<file path="src/pkg/timer_pkg.sv">
// shared constants, carriers and mode codes for the capture/reload timer
package timer_pkg;

  // ****************************************************************
  // widths and count values
  // ****************************************************************
  localparam int          CNT_W        = 16;
  localparam logic [15:0] CNT_MAX      = 16'hffff;  // roll-over point / underflow load
  localparam logic [15:0] CNT_ONE      = 16'h0001;
  localparam logic [15:0] CNT_RESET    = 16'h0000;
  localparam logic [15:0] RELOAD_RESET = 16'h0000;

  // ****************************************************************
  // clock and divider figures
  // ****************************************************************
  localparam int CLK_FREQ_MHZ   = 200;  // system clock, treated as the oscillator
  localparam int CLK_PERIOD_NS  = 5;
  localparam int MACH_DIV       = 12;   // oscillator periods per machine cycle
  localparam int CLKOUT_DIV     = 2;    // oscillator periods per fast step
  localparam int CLKOUT_STEP_NS = CLKOUT_DIV * CLK_PERIOD_NS;

  // ****************************************************************
  // carriers
  // ****************************************************************
  typedef struct packed {
    logic run_control;
    logic counter_select;           // 1: count falling edges on the count clock pin
    logic capture_mode;             // 1: capture, 0: auto-reload
    logic external_trigger_enable;
    logic down_count_enable;
    logic clock_out_enable;
    logic baud_mode;                // counter also serves as baud-rate generator
  } timer_ctrl_t;

  typedef struct packed {
    logic [7:0] hi;
    logic [7:0] lo;
  } byte_pair_t;

  typedef struct packed {
    logic overflow_flag;
    logic external_event_flag;
  } timer_flags_t;

  localparam timer_flags_t FLAGS_RESET = '{overflow_flag: 1'b0, external_event_flag: 1'b0};

  // ****************************************************************
  // operating modes
  // ****************************************************************
  typedef enum logic [1:0] {
    MODE_CAPTURE   = 2'b00,
    MODE_RELOAD_UP = 2'b01,
    MODE_UPDOWN    = 2'b10,
    MODE_FAST      = 2'b11   // clock-out and/or baud generation
  } timer_mode_t;

endpackage : timer_pkg

</file>
<file path="src/verilog/capture_reload_timer.sv">
// sixteen-bit capture / auto-reload / clock-out timer
//
// What this block does
// - Capture mode without trigger: plain 16-bit counter, overflow sets overflow flag.
// - Capture mode with trigger: pin falling edge copies count into reload pair.
// - Capture-mode pin falling edge also sets the external event flag, which can interrupt.
// - Reset masks down-count enable only while asserted; afterwards the mode follows CTRL_IN.
// - Up auto-reload: count to ffff, overflow sets flag and loads reload pair.
// - Up auto-reload with trigger: overflow or pin fall reloads; fall sets event flag.
// - Up auto-reload: both flags request an interrupt when enabled.
// - Up/down with pin high: count up, ffff overflow sets flag, loads reload pair.
// - Up/down with pin low: count down, match with reload sets flag, loads ffff.
// - Up/down: event flag toggles each over/underflow as 17th bit, no interrupt.
// - Counter select clear and clock-out enable set drive 50% clock on pin.
// - Run control starts and stops the timer, clock-out included.
// - Clock-out frequency is oscillator over four times (65536 minus reload).
// - Clock-out roll-overs raise no interrupt request.
// - Baud generation and clock-out run together sharing the reload pair.
// - Trigger pin is trigger and direction; count pin is count input and clock output.
`timescale 1ns/1ps
module capture_reload_timer
  import timer_pkg::*;
#(
  parameter int MACH_DIV_P   = MACH_DIV,
  parameter int CLKOUT_DIV_P = CLKOUT_DIV
) (
  input  wire logic                    CLK_SYS_IN,
  input  wire logic                    SRST_IN,
  input  wire timer_pkg::timer_ctrl_t  CTRL_IN,
  input  wire logic                    COUNT_WR_IN,
  input  wire timer_pkg::byte_pair_t   COUNT_WDATA_IN,
  input  wire logic                    RELOAD_WR_IN,
  input  wire timer_pkg::byte_pair_t   RELOAD_WDATA_IN,
  input  wire timer_pkg::timer_flags_t FLAG_CLR_IN,
  input  wire logic                    IRQ_ENABLE_IN,
  input  wire logic                    TRIG_DIR_PIN_IN,
  input  wire logic                    COUNT_CLK_PIN_IN,
  output logic                         COUNT_CLK_PIN_OUT,
  output logic                         COUNT_CLK_PIN_OE_OUT,
  output timer_pkg::byte_pair_t        COUNT_OUT,
  output timer_pkg::byte_pair_t        RELOAD_OUT,
  output timer_pkg::timer_flags_t      FLAGS_OUT,
  output logic                         IRQ_OUT,
  output logic                         BAUD_TICK_OUT
);
  import timer_pkg::*;

  // ****************************************************************
  // local widths
  // ****************************************************************
  localparam int MACH_W   = (MACH_DIV_P > 1) ? $clog2(MACH_DIV_P) : 1;
  localparam int FAST_W   = (CLKOUT_DIV_P > 1) ? $clog2(CLKOUT_DIV_P) : 1;
  localparam logic [MACH_W-1:0] MACH_LAST = MACH_W'(MACH_DIV_P - 1);
  localparam logic [FAST_W-1:0] FAST_LAST = FAST_W'(CLKOUT_DIV_P - 1);
  localparam logic [MACH_W-1:0] MACH_ONE  = MACH_W'(1);
  localparam logic [FAST_W-1:0] FAST_ONE  = FAST_W'(1);
  localparam logic [MACH_W-1:0] MACH_ZERO = '0;
  localparam logic [FAST_W-1:0] FAST_ZERO = '0;

  // ****************************************************************
  // state
  // ****************************************************************
  logic [MACH_W-1:0] mach_cnt;
  logic [FAST_W-1:0] fast_cnt;
  logic [15:0]       count;
  logic [15:0]       reload;
  timer_flags_t      flags;
  logic              clk_level;
  logic              irq;
  logic              baud_tick;

  logic [15:0]       next_count;
  logic [15:0]       next_reload;
  timer_flags_t      next_flags;
  logic              next_irq;
  logic              next_clk_toggle;
  logic              next_baud_tick;

  // ****************************************************************
  // mode decoding
  // ****************************************************************
  function automatic timer_mode_t decode_mode(input timer_ctrl_t c);
    timer_mode_t m;
    if ((c.clock_out_enable && !c.counter_select) || c.baud_mode) begin
      m = MODE_FAST;
    end else if (c.capture_mode) begin
      m = MODE_CAPTURE;
    end else if (c.down_count_enable) begin
      m = MODE_UPDOWN;
    end else begin
      m = MODE_RELOAD_UP;
    end
    return m;
  endfunction : decode_mode

  timer_ctrl_t ctrl_eff;
  timer_mode_t mode;
  logic        clkout_active;
  logic        mach_tick;
  logic        fast_tick;
  logic        trig_level;
  logic        trig_fall;
  logic        cnt_pin_fall;
  logic        step;
  logic        at_max;
  logic        at_reload;
  logic [15:0] count_inc_wrap;

  assign mode          = decode_mode(ctrl_eff);
  assign clkout_active = CTRL_IN.clock_out_enable & ~CTRL_IN.counter_select;
  assign mach_tick     = (mach_cnt == MACH_LAST);
  assign fast_tick     = (fast_cnt == FAST_LAST);
  assign at_max        = (count == CNT_MAX);
  assign at_reload     = (count == reload);

  // ****************************************************************
  // control qualification
  // ****************************************************************
  // down-counting is masked only while reset is held; after reset the mode follows CTRL_IN
  always_comb begin
    ctrl_eff = CTRL_IN;
    if (SRST_IN) begin
      ctrl_eff.down_count_enable = 1'b0;
    end
  end

  // ****************************************************************
  // rate dividers
  // ****************************************************************
  // machine-cycle and fast-step enables from the oscillator clock
  always_ff @(posedge CLK_SYS_IN) begin
    if (SRST_IN) begin
      mach_cnt <= MACH_ZERO;
      fast_cnt <= FAST_ZERO;
    end else begin
      mach_cnt <= mach_tick ? MACH_ZERO : mach_cnt + MACH_ONE;
      fast_cnt <= fast_tick ? FAST_ZERO : fast_cnt + FAST_ONE;
    end
  end

  // ****************************************************************
  // pin front ends
  // ****************************************************************
  // trigger/direction pin, sampled once per machine cycle
  pin_edge_sync u_trig_sync (
    .clk_in       (CLK_SYS_IN),
    .srst_in      (SRST_IN),
    .sample_en_in (mach_tick),
    .pin_in       (TRIG_DIR_PIN_IN),
    .level_out    (trig_level),
    .fall_out     (trig_fall)
  );

  // external count input shares the clock-out pin
  pin_edge_sync u_count_sync (
    .clk_in       (CLK_SYS_IN),
    .srst_in      (SRST_IN),
    .sample_en_in (mach_tick),
    .pin_in       (COUNT_CLK_PIN_IN),
    .level_out    (),
    .fall_out     (cnt_pin_fall)
  );

  // ****************************************************************
  // count step selection
  // ****************************************************************
  // fast modes step at half the oscillator, others per machine cycle or pin edge
  assign step = CTRL_IN.run_control &
                ((mode == MODE_FAST)       ? fast_tick :
                 CTRL_IN.counter_select    ? cnt_pin_fall :
                 mach_tick);
  assign count_inc_wrap = count + CNT_ONE;

  // ****************************************************************
  // next-state logic for count, reload pair and flags
  // ****************************************************************
  // one case per operating mode; software writes are applied afterwards
  always_comb begin
    logic ovf_set;
    logic exf_set;
    logic exf_tog;
    logic roll;
    ovf_set     = 1'b0;
    exf_set     = 1'b0;
    exf_tog     = 1'b0;
    roll        = 1'b0;
    next_count  = count;
    next_reload = reload;
    case (mode)
      MODE_CAPTURE: begin
        // the count wraps through zero; a capture leaves counting undisturbed
        if (step) begin
          next_count = count_inc_wrap;
          ovf_set    = at_max;
        end
        if (CTRL_IN.external_trigger_enable && trig_fall) begin
          next_reload = count;
          exf_set     = 1'b1;
        end
      end
      MODE_RELOAD_UP: begin
        if (step) begin
          next_count = at_max ? reload : count_inc_wrap;
          ovf_set    = at_max;
        end
        // a trigger fall in the overflow cycle just reloads too, setting both flags
        if (CTRL_IN.external_trigger_enable && trig_fall) begin
          next_count = reload;
          exf_set    = 1'b1;
        end
      end
      MODE_UPDOWN: begin
        // direction follows the synchronised pin level, not its edges
        if (step && trig_level) begin
          next_count = at_max ? reload : count_inc_wrap;
          ovf_set    = at_max;
          exf_tog    = at_max;
        end else if (step) begin
          next_count = at_reload ? CNT_MAX : count - CNT_ONE;
          ovf_set    = at_reload;
          exf_tog    = at_reload;
        end
      end
      MODE_FAST: begin
        // shared counter for clock-out and baud ticks, no flags set
        if (step) begin
          next_count = at_max ? reload : count_inc_wrap;
          roll       = at_max;
        end
      end
      default: begin
        next_count = count;
      end
    endcase
    // a software count write beats any hardware change in the same cycle
    if (COUNT_WR_IN) begin
      next_count = COUNT_WDATA_IN;
    end
    // a capture in the same cycle beats a software reload write
    if (RELOAD_WR_IN && !(mode == MODE_CAPTURE && exf_set)) begin
      next_reload = RELOAD_WDATA_IN;
    end
    // a hardware set in the clearing cycle wins; only software clears, except the up/down toggle of the event flag
    next_flags.overflow_flag = ovf_set |
                               (flags.overflow_flag & ~FLAG_CLR_IN.overflow_flag);
    next_flags.external_event_flag = exf_set |
      ((flags.external_event_flag & ~FLAG_CLR_IN.external_event_flag) ^ exf_tog);
    next_clk_toggle = roll & clkout_active;
    next_baud_tick  = roll & CTRL_IN.baud_mode;
  end

  // ****************************************************************
  // interrupt request
  // ****************************************************************
  // event flag is a count bit in up/down mode and stays out of the request
  // built from the next flags so the request moves together with the flags
  assign next_irq = IRQ_ENABLE_IN &
                    (next_flags.overflow_flag |
                     (next_flags.external_event_flag & (mode != MODE_UPDOWN)));

  // ****************************************************************
  // registers
  // ****************************************************************
  // count, reload pair and flags
  always_ff @(posedge CLK_SYS_IN) begin
    if (SRST_IN) begin
      count  <= CNT_RESET;
      reload <= RELOAD_RESET;
      flags  <= FLAGS_RESET;
    end else begin
      count  <= next_count;
      reload <= next_reload;
      flags  <= next_flags;
    end
  end

  // clock-out level, baud tick and interrupt request
  always_ff @(posedge CLK_SYS_IN) begin
    if (SRST_IN) begin
      clk_level <= 1'b0;
      baud_tick <= 1'b0;
      irq       <= 1'b0;
    end else begin
      clk_level <= clk_level ^ next_clk_toggle;
      baud_tick <= next_baud_tick;
      irq       <= next_irq;
    end
  end

  // ****************************************************************
  // outputs
  // ****************************************************************
  // pin driven only while clock-out is selected; it holds level when stopped
  assign COUNT_CLK_PIN_OUT    = clk_level;
  assign COUNT_CLK_PIN_OE_OUT = clkout_active;
  assign COUNT_OUT            = count;
  assign RELOAD_OUT           = reload;
  assign FLAGS_OUT            = flags;
  assign IRQ_OUT              = irq;
  assign BAUD_TICK_OUT        = baud_tick;

endmodule : capture_reload_timer

</file>
<file path="src/verilog/pin_edge_sync.sv">
// pin synchroniser with falling-edge detection sampled on an enable
`timescale 1ns/1ps
module pin_edge_sync (
  input  wire logic clk_in,
  input  wire logic srst_in,
  input  wire logic sample_en_in,
  input  wire logic pin_in,
  output logic      level_out,
  output logic      fall_out
);

  logic sync_first;
  logic sync_second;
  logic prev_sample;

  // two-stage synchroniser, first stage feeds only the second
  always_ff @(posedge clk_in) begin
    if (srst_in) begin
      sync_first  <= 1'b1;
      sync_second <= 1'b1;
    end else begin
      sync_first  <= pin_in;
      sync_second <= sync_first;
    end
  end

  // previous sample taken once per sampling enable
  always_ff @(posedge clk_in) begin
    if (srst_in) begin
      prev_sample <= 1'b1;
    end else if (sample_en_in) begin
      prev_sample <= sync_second;
    end
  end

  // high then low across two samples is one falling edge
  assign level_out = sync_second;
  assign fall_out  = sample_en_in & prev_sample & ~sync_second;

endmodule : pin_edge_sync
</file>
<file path="config.mk">
export PLATFORM = sky130hd
export DESIGN_NAME = capture_reload_timer
export DESIGN_NICKNAME = d
export VERILOG_FILES = /design/src/pkg/timer_pkg.sv /design/src/verilog/capture_reload_timer.sv /design/src/verilog/pin_edge_sync.sv
export SDC_FILE = /design/constraint.sdc
export NUM_CORES = 1
export LEC_CHECK = 0
export ABC_CLOCK_PERIOD_IN_PS = 2200
export BUFFER_PORTS_ARGS = -buffer_cell sky130_fd_sc_hd__buf_2
export CAP_MARGIN = 15
export CORE_MARGIN = 2
export CORE_UTILIZATION = 51
export DETAILED_ROUTE_END_ITERATION = 16
export PLACE_DENSITY_LB_ADDON = 0.08
export SYNTH_ARGS = -nofsm -noshare
export SYNTH_HDL_FRONTEND = slang
export SYNTH_SLANG_ARGS = --single-unit
</file>
<file path="constraint.sdc">
create_clock -name CLK_SYS_IN -period 2.2 [get_ports CLK_SYS_IN]
set_input_delay 0.11 -clock CLK_SYS_IN [delete_from_list [all_inputs] [get_ports CLK_SYS_IN]]
set_output_delay 0.11 -clock CLK_SYS_IN [all_outputs]
set_load 0.01 [all_outputs]
</file>
======== After elaboration in Yosys (flattened, before gate mapping) ========
Index checks and enable logic that the tools add are counted.
operators by class
  add/sub/neg operators ................... 4
  equality and inequality tests ........... 9
  multiplexer cells ....................... 26
  bitwise gates (word level) .............. 22
  reductions and logical operators ........ 16
operators by type and width
  kind                   number
  $mux 16                11
  $pmux 16 s4            1
  $add 16x1->16 const B  1
  $eq 16x16->1           1
  $eq 16x16->1 const B   1
  $sub 16x1->16 const B  1
  $and 1x1->1            12
  $mux 1                 10
  $mux 2                 3
  $reduce_or 2->1        3
  $logic_and 1x1->1      5
  $not 1->1              5
  $add 4x1->4 const B    1
  $eq 2x2->1 const B     2
  $eq 4x4->1 const B     1
  $ne 4x4->1 const B     1
  $reduce_and 2->1       2
  $reduce_bool 2->1      2
  $ne 3x3->1 const B     1
  $or 1x1->1             3
  $eq 2x1->1 const B     1
  $logic_not 1->1        2
  $logic_not 2->1        1
  $ne 2x2->1 const B     1
  4 further kinds        5
word-level totals
  bits in registers ....................... 48
  input port bits ......................... 48
  output and inout bits ................... 38
  word-level logic and storage cells ...... 92

======== Depth between registers and ports, before layout ========
  depth after elaboration ................. 15
  mapped depth ............................ 10
  gate-level depth less buffers ........... 9

======== Hierarchy ========
From an unflattened synthesis, not the netlist that was laid out.
second synthesis, totals
  cells, all modules ...................... 582
  area total of the unflattened synthesis .. 4317.9 um2
by module, submodules not included
  module                instances  cells an instance  area an instance (um2)  seq. area each (um2)
  capture_reload_timer  1          566                4122.7                  840.8
  pin_edge_sync         2          8                  97.6                    60.1

======== Least setup slack after synthesis ========
No wires, ideal clock.
  kind .................................... reg-to-reg
  from .................................... reg count[0] (netlist: COUNT_OUT[0])
  to ...................................... reg count[8] (netlist: COUNT_OUT[8])
  library setup time ...................... 103 ps
  arrival ................................. 2386 ps
  required time ........................... 2097 ps
  path slack .............................. -289 ps
  cell stages (with the launch flop) ...... 11
  path buffers ............................ 1
  period minus slack after synthesis ...... 2489 ps
  cell sequence ........................... dfxtp_1 > clkbuf_1 > inv_1 > ha_1 > or3b_2 > nor3_2 > nand2_1 > xor2_1 > a221oi_1 > nor3_1 > a2111oi_2
on the way
  word-level cells in the longest chain between the ends .. 6
  elaborated cells on any way between the ends .. 13
  those cells by class .................... 2 x add/sub; 2 x eq/ne; 9 x mux
RTL lines
  item                                   RTL line                                                                               source
  start, declared                        capture_reload_timer.sv:65                                                             logic [15:0] count;
  start signal, assigned                 capture_reload_timer.sv:271                                                            count <= next_count;
  $sub 16x1->16 (tied with other cells)  capture_reload_timer.sv:219                                                            next_count = at_reload ? CNT_MAX : count - CNT_ONE;
  $mux 16 (on tied branches)             n/a
  $mux 16 (on tied branches)             capture_reload_timer.sv:218, capture_reload_timer.sv:202, capture_reload_timer.sv:226
  $mux 16 (on tied branches)             capture_reload_timer.sv:214, capture_reload_timer.sv:207
  $pmux 16 s4 *                          capture_reload_timer.sv:189                                                            case (mode)
  $mux 16 *                              capture_reload_timer.sv:236                                                            if (COUNT_WR_IN) begin
Mark *: on every way between the ends. The rest lies on a longest branch, timed or not. The select of a mux whose other input is x is not followed.
A chain may end at the register's enable or synchronous reset.

======== Final worst setup path ========
  from .................................... reg count[0] (netlist: COUNT_OUT[0])
  to ...................................... reg count[15] (netlist: COUNT_OUT[15])
The elaborated chain is that of the path after synthesis.

==> flow_summary.yaml <==
status:
  status: "finished with violations"
  violations: "setup timing"
clock_tree:
  insertion_delay_ps: 310
  cts-root-buf: "clkbuf_8"
  cts_tree: "yes"
  cts.path.max_buffers: 2
  clk_pin_slew_ps: 90
  cts_buffers: 5
  cts_max_level: 2
  clkSinkCount: 48
layout:
  diodes: 0
  fin_area_sq_um: 6180
  stdcell_count: 848
  synthToLayoutAreaGrowth_pct: 44.5
  drive_above_1_share_pct: 41.7
  layout_commonest_cell: "buf_4"
  nets: 794
  final_cell_mix: "buf_4, buf_2, nor2_1"
critical_path:
  critPathBufInv: 0
  cpMaxStageDelayCell: "or4_4"
  crit_fanout: 7
  crit_family: "simple AND/OR/NAND/NOR gates"
  cp.arrival_ps: 2500
  critical_path.startpoint_type: "flop"
  critical-path-max-stage-delay_ps: 490
  r2r_cells: 7
  cp_num_cells: 7
  path_cells: "or3_4 > or4_4 > nor4b_4 > xnor2_1 > a21oi_2 > a2111oi_2 > nor4_1"
  worstSetupPathType: "reg -> reg"
  cp.required_ps: 2380
  endpoint_kind: "flop"
sta:
  slew_viol_final: 0
  fin_worst_skew_ps: 8.50
  finalSetupViolations: 7
  fin_tns_setup_ps: -358
  fin_crit_ps: 2330
  slew_headroom_pct: 64.3
  rsz0062_at_grt: "true"
  finalHoldViolCount: 0
  fin_crit_sh_pct: 106
  finalWorstSetupSlack_ps: -127
  fmax_ghz: 0.430
  worst_pin_slew_ps: 536
global_routing:
  grt_util_all_layers_pct: 40.6
  grt_max_degree: 40
  overflow: 0
  grt_pass1_vias: 5129
  grt_pass1_wl_mm: 28.0
  antenna_found_initial: 0
power:
  peakVddDrop_mv: 0.297
  leakage_nw: 2.77
  power_frac_seq_pct: 36.1
  intPower_mw: 1.74
  powerDensity_nw_per_um2: 446
  p_comb_share_pct: 42.0
  swShare_pct: 36.6
  clkPwrFrac_pct: 21.9
  switching_power_mw: 1.01
job:
  max_cap_violations: 0
die:
  die_y_um: 95.6
  coreArea_sq_um: 8180
  start_util_pct: 52.3
  io-pin-count: 86
  die_w_um: 95.6
  die_area_sq_um: 9130
  placementRows: 33
logic_synthesis:
  synth_cell_types: 75
  synth_top_family_by_area: "compound AO/OA/AOI/OAI gates"
  synthXorXnorAreaFrac_pct: 8.81
  yosys.area_share.simple_pct: 22.4
  yosysSeqAreaShare_pct: 22.5
  synth_compound_area_share_pct: 32.2
  synthFlopType: "dfxtp_1"
  yosysWarnings: 0
  yosys-top-cells-area: "dfxtp_1, mux2i_1, a21oi_1, nor2_1, xor2_1"
  synth.avg_cell_area_sq_um: 7.62
  ys_ff_latch: 48
  async_flop_share_pct: 0
  synth_fa_ha_area_share_pct: 0.878
  yosys.area.top_type: "dfxtp_1"
  synth_mux_area_share_pct: 6.61
  syn_inst: 561
  synth-edff-count: 0
  netlist.area_leader.share_pct: 22.5
  syn-num-nets: 612
  synth_area_sq_um: 4280
route:
  drt-initial-drc-count: 583
  drcViolationCount: 0
  via_per_inst: 6.66
  routed_wl_mm: 19.4
  drtPass1Iterations: 6
  via_count: 5651
  wl_per_cell_um: 22.9
  final_antenna_net_count: 0
placement:
  placed_cells: 824
  port_buffers: 85
  hpwl_mm: 13.5
  placed_area_sq_um: 5630
  gp_congestion: 1.04
min_path:
  min_delay_path_depth: 2
  min_path_type: "in -> reg"
==> power by group through the flow <==
stage	logic, mW	clock network (mW)	registers [mW]
finish	1.16	0.603	0.993
global route	1.22	0.638	0.999
CTS	1.01	0.615	0.978
detailed placement	0.982	0	0.997
global placement	0.965	0	0.994
floorplan	0.541	0	1.02
==> cell usage after synthesis, types with 8 or more instances <==
cell type,number
nor4_1,9
nor3_1,14
clkbuf_1,29
nand4_1,8
a31oi_1,13
mux2i_1,26
o211ai_1,11
a221o_1,8
xnor2_1,20
nand2_1,33
o22ai_1,10
buf_2,8
dfxtp_1,48
xor2_1,23
nand3_1,14
inv_1,12
o21ai_0,29
a21oi_1,46
a221oi_1,9
a211oi_1,23
nor2_1,58
==> per-stage QoR <==
step	hold slack (ps)	total power [mW]	worst slack (ps)	utilization [%]
4_1_cts	49.9	2.60	-49.9	71.3
3_5_place_dp	295	1.98	-214	68.9
3_3_place_gp	294	1.96	-140	68.9
2_1_floorplan	214	1.56	-113	-
5_1_grt	61.7	2.86	-215	75.5
6_report	55.0	2.75	-127	75.5
==> metal layers <==
layer | wire length [um] | up-vias | part of all wire (%) | global-route usage (%)
li1 | - | 2491 | - | -
met1 | 7100 | 2623 | 37 | 51.6
met2 | 8730 | 403 | 45 | 64.0
met3 | 2310 | 134 | 12 | 8.22
met4 | 1280 | 0 | 6.6 | 22.6
met5 | 0 | - | 0 | 0
==> logic make-up (layout without fill, tap and decap cells) <==
family	Yosys count	count (layout)
buffers and inverters	62	243
adder cells (fa/ha/maj)	3	3
XOR/XNOR	43	43
flip-flops	48	48
multiplexers	28	28
AND/OR/NAND/NOR	182	183
AO/OA/AOI/OAI	195	195
==> state kept, by name, summed over array words and instances, names as in the netlist <==
signal / count
RELOAD_OUT: 16
FLAGS_OUT: 2
fast_cnt: 1
u_trig_sync.level_out: 1
u_trig_sync.prev_sample: 1
COUNT_CLK_PIN_OUT: 1
u_trig_sync.sync_first: 1
u_count_sync.prev_sample: 1
IRQ_OUT: 1
BAUD_TICK_OUT: 1
COUNT_OUT: 16
u_count_sync.level_out: 1
mach_cnt: 4
u_count_sync.sync_first: 1
==> path summary, 6_finish.rpt <==
kind	slack, ps	to	from
max reg2reg	-130	COUNT_OUT[15]	COUNT_OUT[0]
max	-130	COUNT_OUT[15]	COUNT_OUT[0]
min reg2reg	420	u_trig_sync.level_out	u_trig_sync.sync_first
min	50	IRQ_OUT	IRQ_ENABLE_IN
==> layout make-up <==
cell class | instances | area [sq um]
inverter | 12 | 48.8
sequential | 48 | 991
multi-input combinational | 452 | 3340
fill | 633 | 2000
clock buffer | 7 | 96.3
tap | 105 | 131
timing repair buffer | 224 | 1570
==> repair_timing <==
item | in CTS | in global routing
setup buffers | 3 | 12
pin swaps | 5 | 33
resized for setup | 17 | 62
hold buffers | 2 | 0
cloned | 1 | 0
endpoints found under the setup margin | 16 | 21
endpoints found under the hold margin | 2 | 0
Note: power is estimated with default switching activity, not from simulation.
